<file path="src/design/sld_regs.vh">
// Overview of operation
// RULE1: reading falls as motor load rises
// RULE2: signed offset tunes stall sensitivity, zero neutral
// RULE3: filter bit gives one reading per four fullsteps
// RULE4: reading unsigned 0..1023, zero is highest load
// RULE5: stop-on-stall halts ramp when reading hits zero
// RULE6: clearing enable or event flag releases motor
// RULE7: no detection outside lower/upper velocity band
// RULE8: velocity band derived from step-time thresholds
// RULE9: unfiltered reading refreshes every fullstep
// RULE10: stall stop halts motion, forces velocity zero
// RULE11: sticky stall event holds motor until cleared
`ifndef SLD_REGS_VH
`define SLD_REGS_VH
// ****************************************************
// register offsets
// ****************************************************
`define SLD_ADDR_CTRL     8'h00
`define SLD_ADDR_TLOWER   8'h04
`define SLD_ADDR_TUPPER   8'h08
`define SLD_ADDR_LOAD     8'h0C
`define SLD_ADDR_STATUS   8'h10
`define SLD_ADDR_CLEAR    8'h14
`define SLD_ADDR_IRQ_EN   8'h18
// ****************************************************
// field positions and widths
// ****************************************************
`define SLD_CTRL_STOP_BIT 0
`define SLD_CTRL_FILT_BIT 1
`define SLD_CTRL_OFS_LSB  8
`define SLD_CTRL_OFS_MSB  14
`define SLD_ST_STOP_BIT   0
`define SLD_ST_UPD_BIT    1
`define SLD_LOAD_STALL_BIT 16
`define SLD_LOAD_W        10
`define SLD_OFS_W         7
`define SLD_TIME_W        20
`define SLD_EVT_W         2
`define SLD_OFS_SCALE     4
`define SLD_LOAD_MAX      10'h3FF
// ****************************************************
// reset values and timing
// ****************************************************
`define SLD_RST_CTRL      32'h0000_0000
`define SLD_RST_TLOWER    20'h00000
`define SLD_RST_TUPPER    20'h00000
`define SLD_FILT_STEPS    3'h4
`endif

</file>
<file path="src/design/sld_top.v">
`timescale 1ns/1ns
`default_nettype none
`include "sld_regs.vh"
module sld_top (
  input  wire                    ref_clk_i,
  input  wire                    rstn_i,
  input  wire                    ce_i,
  input  wire [7:0]              addr_i,
  input  wire [31:0]             wdata_i,
  input  wire                    wr_i,
  input  wire                    rd_i,
  output reg  [31:0]             rdata_o,
  input  wire                    fullstep_i,
  input  wire [`SLD_LOAD_W-1:0]  raw_load_i,
  input  wire [`SLD_TIME_W-1:0]  tstep_i,
  output reg                     ramp_stop_o,
  output reg                     vel_zero_o,
  output reg                     stall_o,
  output reg                     irq_o
);
  // ****************************************************
  // registers
  // ****************************************************
  reg                    stop_en_ff;
  reg                    filt_en_ff;
  reg [`SLD_OFS_W-1:0]   ofs_ff;
  reg [`SLD_TIME_W-1:0]  tlower_ff;
  reg [`SLD_TIME_W-1:0]  tupper_ff;
  reg [`SLD_LOAD_W-1:0]  load_ff;
  reg [`SLD_EVT_W-1:0]   status_ff;
  reg [`SLD_EVT_W-1:0]   irq_en_ff;
  reg                    stopped_ff;
  reg [31:0]             nxt_rdata;
  reg [`SLD_LOAD_W-1:0]  nxt_load;

  wire                   filt_valid;
  wire [`SLD_LOAD_W-1:0] filt_value;
  wire                   in_band;

  // ****************************************************
  // offset and clamp
  // ****************************************************
  // raw sample already falls with load; offset only shifts it
  wire signed [12:0] ofs_term = $signed({{6{ofs_ff[`SLD_OFS_W-1]}}, ofs_ff})
                                * $signed(13'h0004);
  wire signed [12:0] tuned    = $signed({3'h0, raw_load_i}) + ofs_term; // RULE2

  always @* begin
    if (tuned < 13'sh0000) begin
      nxt_load = 10'h000;
    end else if (tuned > $signed({3'h0, `SLD_LOAD_MAX})) begin
      nxt_load = `SLD_LOAD_MAX; // RULE4
    end else begin
      nxt_load = tuned[`SLD_LOAD_W-1:0]; // RULE1
    end
  end

  sld_filter u_filter (
    .ref_clk_i (ref_clk_i),
    .rstn_i    (rstn_i),
    .ce_i      (ce_i),
    .filt_en_i (filt_en_ff),
    .step_i    (fullstep_i),
    .sample_i  (nxt_load),
    .valid_o   (filt_valid),
    .value_o   (filt_value)
  );

  sld_vwin u_vwin (
    .ref_clk_i (ref_clk_i),
    .rstn_i    (rstn_i),
    .ce_i      (ce_i),
    .tstep_i   (tstep_i),
    .tlower_i  (tlower_ff),
    .tupper_i  (tupper_ff),
    .in_band_o (in_band)
  );

  // ****************************************************
  // stall detection and stop
  // ****************************************************
  wire stall_hit = filt_valid && (filt_value == 10'h000) && in_band; // RULE7
  wire stop_evt  = stall_hit && stop_en_ff && !stopped_ff; // RULE5
  wire wr_clr    = wr_i && (addr_i == `SLD_ADDR_CLEAR);
  wire wr_ctrl   = wr_i && (addr_i == `SLD_ADDR_CTRL);
  wire clr_stop  = wr_clr && wdata_i[`SLD_ST_STOP_BIT];
  wire ctrl_off  = wr_ctrl && !wdata_i[`SLD_CTRL_STOP_BIT];

  wire [`SLD_EVT_W-1:0] set_vec = {filt_valid, stop_evt};
  wire [`SLD_EVT_W-1:0] clr_vec = wr_clr ? wdata_i[`SLD_EVT_W-1:0]
                                         : 2'h0;
  // set wins over a clear in the same cycle
  wire [`SLD_EVT_W-1:0] nxt_status = (status_ff & ~clr_vec) | set_vec;

  always @(posedge ref_clk_i or negedge rstn_i) begin
    if (!rstn_i) begin
      stop_en_ff  <= 1'b0;
      filt_en_ff  <= 1'b0;
      ofs_ff      <= 7'h00;
      tlower_ff   <= `SLD_RST_TLOWER;
      tupper_ff   <= `SLD_RST_TUPPER;
      load_ff     <= `SLD_LOAD_MAX;
      status_ff   <= 2'h0;
      irq_en_ff   <= 2'h0;
      stopped_ff  <= 1'b0;
      ramp_stop_o <= 1'b0;
      vel_zero_o  <= 1'b0;
      stall_o     <= 1'b0;
      irq_o       <= 1'b0;
      rdata_o     <= 32'h0000_0000;
    end else if (ce_i) begin
      if (wr_ctrl) begin
        stop_en_ff <= wdata_i[`SLD_CTRL_STOP_BIT];
        filt_en_ff <= wdata_i[`SLD_CTRL_FILT_BIT];
        ofs_ff     <= wdata_i[`SLD_CTRL_OFS_MSB:`SLD_CTRL_OFS_LSB];
      end
      if (wr_i && (addr_i == `SLD_ADDR_TLOWER)) begin
        tlower_ff <= wdata_i[`SLD_TIME_W-1:0];
      end
      if (wr_i && (addr_i == `SLD_ADDR_TUPPER)) begin
        tupper_ff <= wdata_i[`SLD_TIME_W-1:0];
      end
      if (wr_i && (addr_i == `SLD_ADDR_IRQ_EN)) begin
        irq_en_ff <= wdata_i[`SLD_EVT_W-1:0];
      end
      if (filt_valid) begin
        load_ff <= filt_value; // RULE9
        stall_o <= stall_hit;
      end
      status_ff <= nxt_status; // RULE11
      if (stop_evt) begin
        stopped_ff <= 1'b1; // RULE11
      end else if (clr_stop || ctrl_off) begin
        stopped_ff <= 1'b0; // RULE6
      end
      ramp_stop_o <= stop_evt || (stopped_ff && !clr_stop && !ctrl_off); // RULE10
      vel_zero_o  <= stop_evt || (stopped_ff && !clr_stop && !ctrl_off); // RULE10
      irq_o       <= |(nxt_status & irq_en_ff);
      rdata_o     <= rd_i ? nxt_rdata : 32'h0000_0000;
    end
  end

  // ****************************************************
  // read decode
  // ****************************************************
  always @* begin
    nxt_rdata = 32'h0000_0000;
    if (addr_i == `SLD_ADDR_CTRL) begin
      nxt_rdata[`SLD_CTRL_STOP_BIT] = stop_en_ff;
      nxt_rdata[`SLD_CTRL_FILT_BIT] = filt_en_ff;
      nxt_rdata[`SLD_CTRL_OFS_MSB:`SLD_CTRL_OFS_LSB] = ofs_ff;
    end else if (addr_i == `SLD_ADDR_TLOWER) begin
      nxt_rdata[`SLD_TIME_W-1:0] = tlower_ff;
    end else if (addr_i == `SLD_ADDR_TUPPER) begin
      nxt_rdata[`SLD_TIME_W-1:0] = tupper_ff;
    end else if (addr_i == `SLD_ADDR_LOAD) begin
      nxt_rdata[`SLD_LOAD_W-1:0] = load_ff; // RULE4
      nxt_rdata[`SLD_LOAD_STALL_BIT] = stall_o;
    end else if (addr_i == `SLD_ADDR_STATUS) begin
      nxt_rdata[`SLD_EVT_W-1:0] = status_ff;
    end else if (addr_i == `SLD_ADDR_IRQ_EN) begin
      nxt_rdata[`SLD_EVT_W-1:0] = irq_en_ff;
    end
  end
endmodule
`default_nettype wire

</file>
<file path="src/design/sld_filter.v">
`timescale 1ns/1ns
`default_nettype none
`include "sld_regs.vh"
module sld_filter (
  input  wire                    ref_clk_i,
  input  wire                    rstn_i,
  input  wire                    ce_i,
  input  wire                    filt_en_i,
  input  wire                    step_i,
  input  wire [`SLD_LOAD_W-1:0]  sample_i,
  output reg                     valid_o,
  output reg  [`SLD_LOAD_W-1:0]  value_o
);
  reg [`SLD_LOAD_W+1:0] acc_ff;
  reg [2:0]             cnt_ff;
  wire [`SLD_LOAD_W+1:0] nxt_acc = acc_ff + {2'h0, sample_i};

  always @(posedge ref_clk_i or negedge rstn_i) begin
    if (!rstn_i) begin
      acc_ff  <= 12'h000;
      cnt_ff  <= 3'h0;
      valid_o <= 1'b0;
      value_o <= 10'h3FF;
    end else if (ce_i) begin
      valid_o <= 1'b0;
      if (step_i) begin
        if (!filt_en_i) begin
          valid_o <= 1'b1; // RULE9
          value_o <= sample_i;
          acc_ff  <= 12'h000;
          cnt_ff  <= 3'h0;
        end else if (cnt_ff == `SLD_FILT_STEPS - 3'h1) begin
          valid_o <= 1'b1; // RULE3
          value_o <= nxt_acc[`SLD_LOAD_W+1:2];
          acc_ff  <= 12'h000;
          cnt_ff  <= 3'h0;
        end else begin
          acc_ff <= nxt_acc;
          cnt_ff <= cnt_ff + 3'h1;
        end
      end
    end
  end
endmodule
`default_nettype wire

</file>
<file path="src/design/sld_vwin.v">
`timescale 1ns/1ns
`default_nettype none
`include "sld_regs.vh"
module sld_vwin (
  input  wire                    ref_clk_i,
  input  wire                    rstn_i,
  input  wire                    ce_i,
  input  wire [`SLD_TIME_W-1:0]  tstep_i,
  input  wire [`SLD_TIME_W-1:0]  tlower_i,
  input  wire [`SLD_TIME_W-1:0]  tupper_i,
  output reg                     in_band_o
);
  // step time is inverse velocity: long time means slow motion
  always @(posedge ref_clk_i or negedge rstn_i) begin
    if (!rstn_i) begin
      in_band_o <= 1'b0;
    end else if (ce_i) begin
      in_band_o <= (tstep_i <= tlower_i) && (tstep_i >= tupper_i); // RULE7 RULE8
    end
  end
endmodule
`default_nettype wire

</file>
<file path="config.mk">
export PLATFORM = sky130hd
export DESIGN_NAME = sld_top
export DESIGN_NICKNAME = d
export VERILOG_FILES = /design/src/design/sld_top.v /design/src/design/sld_filter.v /design/src/design/sld_vwin.v
export VERILOG_INCLUDE_DIRS = /design/src /design/src/design
export SDC_FILE = /design/constraint.sdc
export NUM_CORES = 1
export LEC_CHECK = 0
export CELL_PAD_IN_SITES_DETAIL_PLACEMENT = 0
export CELL_PAD_IN_SITES_GLOBAL_PLACEMENT = 1
export CORE_ASPECT_RATIO = 0.75
export CORE_MARGIN = 2
export CORE_UTILIZATION = 53
export DETAILED_ROUTE_END_ITERATION = 6
export DONT_BUFFER_PORTS = 1
export GPL_ROUTABILITY_DRIVEN = 0
export PLACE_DENSITY = 0.95
export SLEW_MARGIN = 25
export SYNTH_ARGS = -nofsm -noshare
export SYNTH_HDL_FRONTEND = slang
export SYNTH_SLANG_ARGS = --single-unit
</file>
<file path="constraint.sdc">
create_clock -name ref_clk_i -period 9.9 [get_ports ref_clk_i]
set_input_delay 0.99 -clock ref_clk_i [delete_from_list [all_inputs] [get_ports ref_clk_i]]
set_output_delay 0.99 -clock ref_clk_i [all_outputs]
set_load 0.01 [all_outputs]
</file>
---- Word-level counts from Yosys, hierarchy flattened ----
Index checks and enable logic that the tools add are counted.
storage, ports and cells
  memories ................................ 0
  RAM bits ................................ 0
  output and inout bits ................... 36
  ROM bits ................................ 0
  flip-flop bits (word level) ............. 126
  input bits .............................. 76
  bits in latches ......................... 0
cells by class
  add/subtract/negate cells ............... 3
  magnitude comparators ................... 4
  divide/modulo/power cells ............... 0
  $mul .................................... 0
  shift operators ......................... 0
  multiplexer cells ....................... 29
  bitwise gates (word level) .............. 4
  reductions and logical operators ........ 32
  eq/ne operators ......................... 8
operator list
  kind                                                             count
  2-to-1 mux 10 bit                                                5
  2-to-1 mux 20 bit                                                2
  equality test 8 x 5 -> 1 bit, second input constant              3
  2-to-1 mux 12 bit                                                2
  greater-or-equal comparator 20 bit                               1
  <= comparator 20 bit                                             1
  equality test 8 x 4 -> 1 bit, second input constant              2
  logical AND 1 bit                                                14
  AND reduction 2 bit                                              7
  adder 11 x 9 -> 12 bit                                           1
  adder 12 x 10 -> 12 bit                                          1
  greater-than comparator 12 x 11 -> 1 bit, second input constant  1
  < comparator 12 x 1 -> 1 bit, second input constant              1
  2-to-1 mux 6 bit                                                 2
  logical NOT 10 bit                                               1
  2-to-1 mux 2 bit                                                 5
  2-to-1 mux 3 bit                                                 3
  equality test 8 x 3 -> 1 bit, second input constant              1
  logical NOT 8 bit                                                1
  2-to-1 mux 8 bit                                                 1
  2-to-1 mux 1 bit                                                 7
  2-to-1 mux 7 bit                                                 1
  2-to-1 mux 5 bit                                                 1
  AND 2 bit                                                        2
  10 further kinds                                                 14

---- Logic depth before layout (Yosys ltp) ----
  depth in word-level cells ............... 8
  mapped depth ............................ 17
  gate-level depth less buffers ........... 17

---- Cells and area by module ----
A second synthesis with hierarchy kept.
second synthesis, totals
  cell total of the unflattened synthesis .. 717
  area total of the unflattened synthesis .. 7,280.7 um2
by module, submodules not included
  module      times used  cells each  sequential area each (um2)  area an instance (um2)
  sld_top     1           403         2,189.6                     4,653.2
  sld_filter  1           172         663.1                       1,604.0
  sld_vwin    1           142         25.0                        1,023.5

---- Worst setup path after synthesis ----
OpenSTA, ideal clock, no wires.
  kind .................................... input port to flip-flop
  start ................................... input port raw_load_i[2]
  end ..................................... register u_filter.value_o[8]
  required time ........................... 9,799 ps
  stages .................................. 17
  path slack .............................. 5,601 ps
  arrival ................................. 4,198 ps
  cell sequence ........................... ha_1 inv_1 fa_1 nand2b_1 a21o_1 o21a_4 xnor2_4 nor2_1 nor2_1 ha_1 fa_1 a211oi_1 o21ai_1 nand2_1 mux2i_1 o41ai_1 a31oi_1
between the ends
  word-level cells in the longest chain between the ends .. 7
  elaborated cells on any way between the ends .. 8
  those cells by class .................... 2 x add/sub; 2 x order compare; 4 x mux
RTL lines
  element                                   line             RTL
  start: declaration                        sld_top.v:14     input wire [`SLD_LOAD_W-1:0] raw_load_i,
  adder 11 x 9 -> 12 bit *                  sld_top.v:46     wire signed [12:0] tuned = $signed({3'h0, raw_load_i}) + ofs_term;
  greater-than comparator 12 x 11 -> 1 bit  sld_top.v:51     end else if (tuned > $signed({3'h0, `SLD_LOAD_MAX})) begin
  2-to-1 mux 10 bit                         sld_top.v:51
  2-to-1 mux 10 bit *                       sld_top.v:49     if (tuned < 13'sh0000) begin
  adder 12 x 10 -> 12 bit                   sld_filter.v:16  wire [`SLD_LOAD_W+1:0] nxt_acc = acc_ff + {2'h0, sample_i};
  2-to-1 mux 10 bit                         sld_filter.v:32  end else if (cnt_ff == `SLD_FILT_STEPS - 3'h1) begin
  2-to-1 mux 10 bit *                       sld_filter.v:27  if (!filt_en_i) begin
  end signal: assignment                    sld_filter.v:29  value_o <= sample_i;
  end signal: assignment                    sld_filter.v:34  value_o <= nxt_acc[`SLD_LOAD_W+1:2];
  end: declaration                          sld_filter.v:12  output reg [`SLD_LOAD_W-1:0] value_o
Every way passes the cells marked *; elsewhere a longest branch is shown, timed or not. The select of a mux whose other input is x is not followed.
A chain may end at the register's enable or synchronous reset.

---- Worst setup path after layout ----
  start ................................... register ofs_ff[6]
  end ..................................... register u_filter.value_o[8]
between the ends
  word-level cells in the longest chain between the ends .. 7
  elaborated cells on any way between the ends .. 8
  those cells by class .................... 2 x add/sub; 2 x order compare; 4 x mux
RTL lines
  element                                   line             RTL
  start: declaration                        sld_top.v:26     reg [`SLD_OFS_W-1:0] ofs_ff;
  start signal: assignment                  sld_top.v:115    ofs_ff <= wdata_i[`SLD_CTRL_OFS_MSB:`SLD_CTRL_OFS_LSB];
  adder 11 x 9 -> 12 bit *                  sld_top.v:46
  greater-than comparator 12 x 11 -> 1 bit  sld_top.v:51
  2-to-1 mux 10 bit                         sld_top.v:51
  2-to-1 mux 10 bit *                       sld_top.v:49
  adder 12 x 10 -> 12 bit                   sld_filter.v:16
  2-to-1 mux 10 bit                         sld_filter.v:32
  2-to-1 mux 10 bit *                       sld_filter.v:27
Marks and branches as above.

==> results.py <==
metrics = {
    "status": {
        "status": "finished with violations",
        "violations": "design-rule violations",
    },
    "clocking": {
        "cts-root-buf": "clkbuf_16",
        "cts_sinks": 114,
        "cts.path.max_buffers": 2,
        "holdBufCountCts": 0,
        "cts_made_buffers": 17,
        "post-cts-setup-buffers": 0,
        "h-tree-depth": 4,
        "cts_tree": "yes",
        "path_clk_slew_ps": 60,
        "cts-resized-gates": 0,
        "insertion_delay_ps": 410,
    },
    "global_routing": {
        "grt_pass1_wl_microns": 29500,
        "use_met1_pct": 36.7,
        "grt_pass1_vias": 5699,
        "top_usage_layer": "met2",
        "antenna_found_initial": 0,
        "grt.overflow.total": 0,
        "grt_use_met2_pct": 39.4,
        "grt_max_degree": 115,
        "grt_usage_pct": 26.5,
        "met3_usage_pct": 7.99,
    },
    "floorplan": {
        "row_count": 36,
        "coreArea_sq_mm": 0.0131,
        "start_util_pct": 54.4,
        "io_pins": 112,
        "die-width_microns": 138,
        "die_area_sq_mm": 0.0144,
        "die_h_microns": 104,
    },
    "sta": {
        "setup-tns-final_ps": 0,
        "hold_viol": 0,
        "period_needed_ps": 4540,
        "rsz0062_at_grt": "no",
        "fin_hold_ws_ps": 272,
        "setup_viol": 0,
        "timing.slew.headroom_pct": 28.3,
        "min_period_over_period_pct": 45.8,
        "skew_ps": 8.36,
        "worst_pin_slew_ps": 1070,
        "drv_slew": 0,
        "worst_slack_ps": 5360,
        "max_freq_mhz": 220,
    },
    "detailed_routing": {
        "via_count": 5700,
        "wl_microns": 18400,
        "wire_per_inst_microns": 20.0,
        "drc": 7,
        "avgViaCountPerCell": 6.20,
        "drt_pass1_iterations": 7,
        "ant_nets": 0,
        "drt_iter0_markers": 494,
    },
    "hold_path": {
        "hold_class": "in2async",
    },
    "yosys": {
        "synthFlopType": "dfrtp_1",
        "ys_types": 80,
        "netlist_instances": 741,
        "syn_avg_cell_area_sq_um": 9.59,
        "synth_edf_count": 0,
        "yosysSeqAreaShare_pct": 40.5,
        "async_flop_share_pct": 100,
        "synthTopCellsByArea": "dfrtp_1 (33%), ha_1 (11%), dfstp_2 (7.4%), o21ai_0 (4.5%), nand2_1 (4.1%)",
        "synth_top_area_cell": "dfrtp_1",
        "syn_area_sq_mm": 0.00711,
        "synth_seq_cells": 114,
        "yosys_warnings": 0,
        "synth_top_area_share_pct": 33.1,
    },
    "worst_setup_path": {
        "critical_path_class": "reg2reg",
        "cp-start-kind": "register",
        "required_ps": 10200,
        "cp_max_fo": 12,
        "end_kind": "register",
        "cp.arrival_ps": 4840,
    },
    "cells_and_area": {
        "nets": 873,
        "fin_area_sq_mm": 0.00774,
        "areaGrowthSynthToFinish_pct": 8.91,
        "final_cells": 919,
        "drive_gt1_share_pct": 14.2,
        "nFillCells": 1106,
        "seqCellArea_sq_mm": 0.00288,
        "diodes": 0,
        "multi_input_area_sq_mm": 0.00377,
        "utilization_pct": 59.3,
    },
    "placed_design": {
        "dp_slack_ps": 5110,
        "numPlacedInstances": 887,
        "hpwlAfterDp_microns": 13100,
        "numPortBuffers": 0,
        "place_area_sq_mm": 0.00717,
    },
    "power": {
        "p_leak_nw": 3.60,
        "total_power_mw": 1.24,
        "ir_drop_mv": 0.137,
        "p_per_area_mw_per_mm2": 160,
    },
    "run": {
        "maxCapViolCount": 0,
    },
}
cell usage in the layout (no fill, tap or decap), types with 14 or more instances in the layout:
cell	instances
a21oi_1	28
clkbuf_16	17
dfrtp_1	94
dfstp_2	20
a22o_1	14
o21ai_0	64
nand2_1	77
o22ai_1	18
inv_1	76
a21o_1	16
mux2_2	23
nor2_1	28
ha_1	60
cells by family after synthesis:
group	after synthesis	synth area share, %
fa+ha+maj	62	11.1
compound gates	230	22.8
flops	114	40.5
other cells	1	0.0528
mux	26	4.07
simple gates	176	12.0
xor+xnor	16	2.34
buf+inv	116	7.18
sequential cells by signal (all words and copies together), names as in the netlist:
signal / flops
ofs_ff: 7
u_filter.value_o: 10
vel_zero_o: 1
rdata_o: 20
status_ff: 2
tlower_ff: 20
load_ff: 10
irq_en_ff: 2
u_filter.acc_ff: 12
u_filter.cnt_ff: 3
stopped_ff: 1
u_vwin.in_band_o: 1
tupper_ff: 20
stop_en_ff: 1
u_filter.valid_o: 1
irq_o: 1
stall_o: 1
filt_en_ff: 1
cells in the mapped netlist (all sizes together) (6+ instances only):
master   n
dfrtp   94
o21ai   78
inv     77
nand2   77
ha      60
nor2    30
a21oi   28
buf     26
mux2    23
dfstp   20
o22ai   20
a21o    16
a22o    14
clkbuf  13
nand3   13
a222oi  12
nor3    12
a22oi   11
xnor2   11
nand2b   7
nand4    6
nor4     6
o31ai    6
metal layers:
metal	up-vias	wire, microns
met5	-	0
met4	0	364
met3	30	1870
met2	247	8160
met1	2783	7990
li1	2640	-
report_power, final:
group          switching, mW  leakage, nW  internal [mW]
logic                 0.0669         2.02         0.0516
clock network          0.214        0.266          0.374
registers             0.0230         1.31          0.507
final cells by class:
cell class / instances / share of cell area (%)
Sequential cell: 114 / 37.2
Inverter: 77 / 3.73
Multi-Input combinational cell: 522 / 48.7
Clock inverter: 10 / 1.42
Tap cell: 171 / 2.76
Clock buffer: 22 / 5.87
Timing Repair Buffer: 3 / 0.291
critical path, cell delays in order, from the launching register on:
cell	delay, ps
dfrtp_1	760
ha_1	420
and2b_1	230
a311oi_4	350
o21a_4	230
xnor2_4	130
nor2_1	130
nor2_1	90
ha_1	250
fa_1	440
a211oi_1	380
o21ai_1	180
nand2_1	150
mux2i_1	90
o41ai_1	460
a31oi_1	140
final timing paths:
check,cells past startpoint,endpoint,slack (ps),from
worst max-delay path,15,u_filter.value_o[8]$_DFFE_PN1P_,5360,ofs_ff[6]$_DFFE_PN0P_
worst min-delay path,0,u_filter.cnt_ff[0]$_DFFE_PN0P_,270,rstn_i
worst max register to register,15,u_filter.value_o[8]$_DFFE_PN1P_,5360,ofs_ff[6]$_DFFE_PN0P_
worst min register to register,2,u_filter.value_o[9]$_DFFE_PN1P_,490,u_filter.value_o[9]$_DFFE_PN1P_
max in group asynchronous,0,u_filter.value_o[1]$_DFFE_PN1P_,9400,rstn_i
min in group ref_clk_i,2,u_filter.value_o[9]$_DFFE_PN1P_,490,u_filter.value_o[9]$_DFFE_PN1P_
Power figures use the tool's default switching activity.
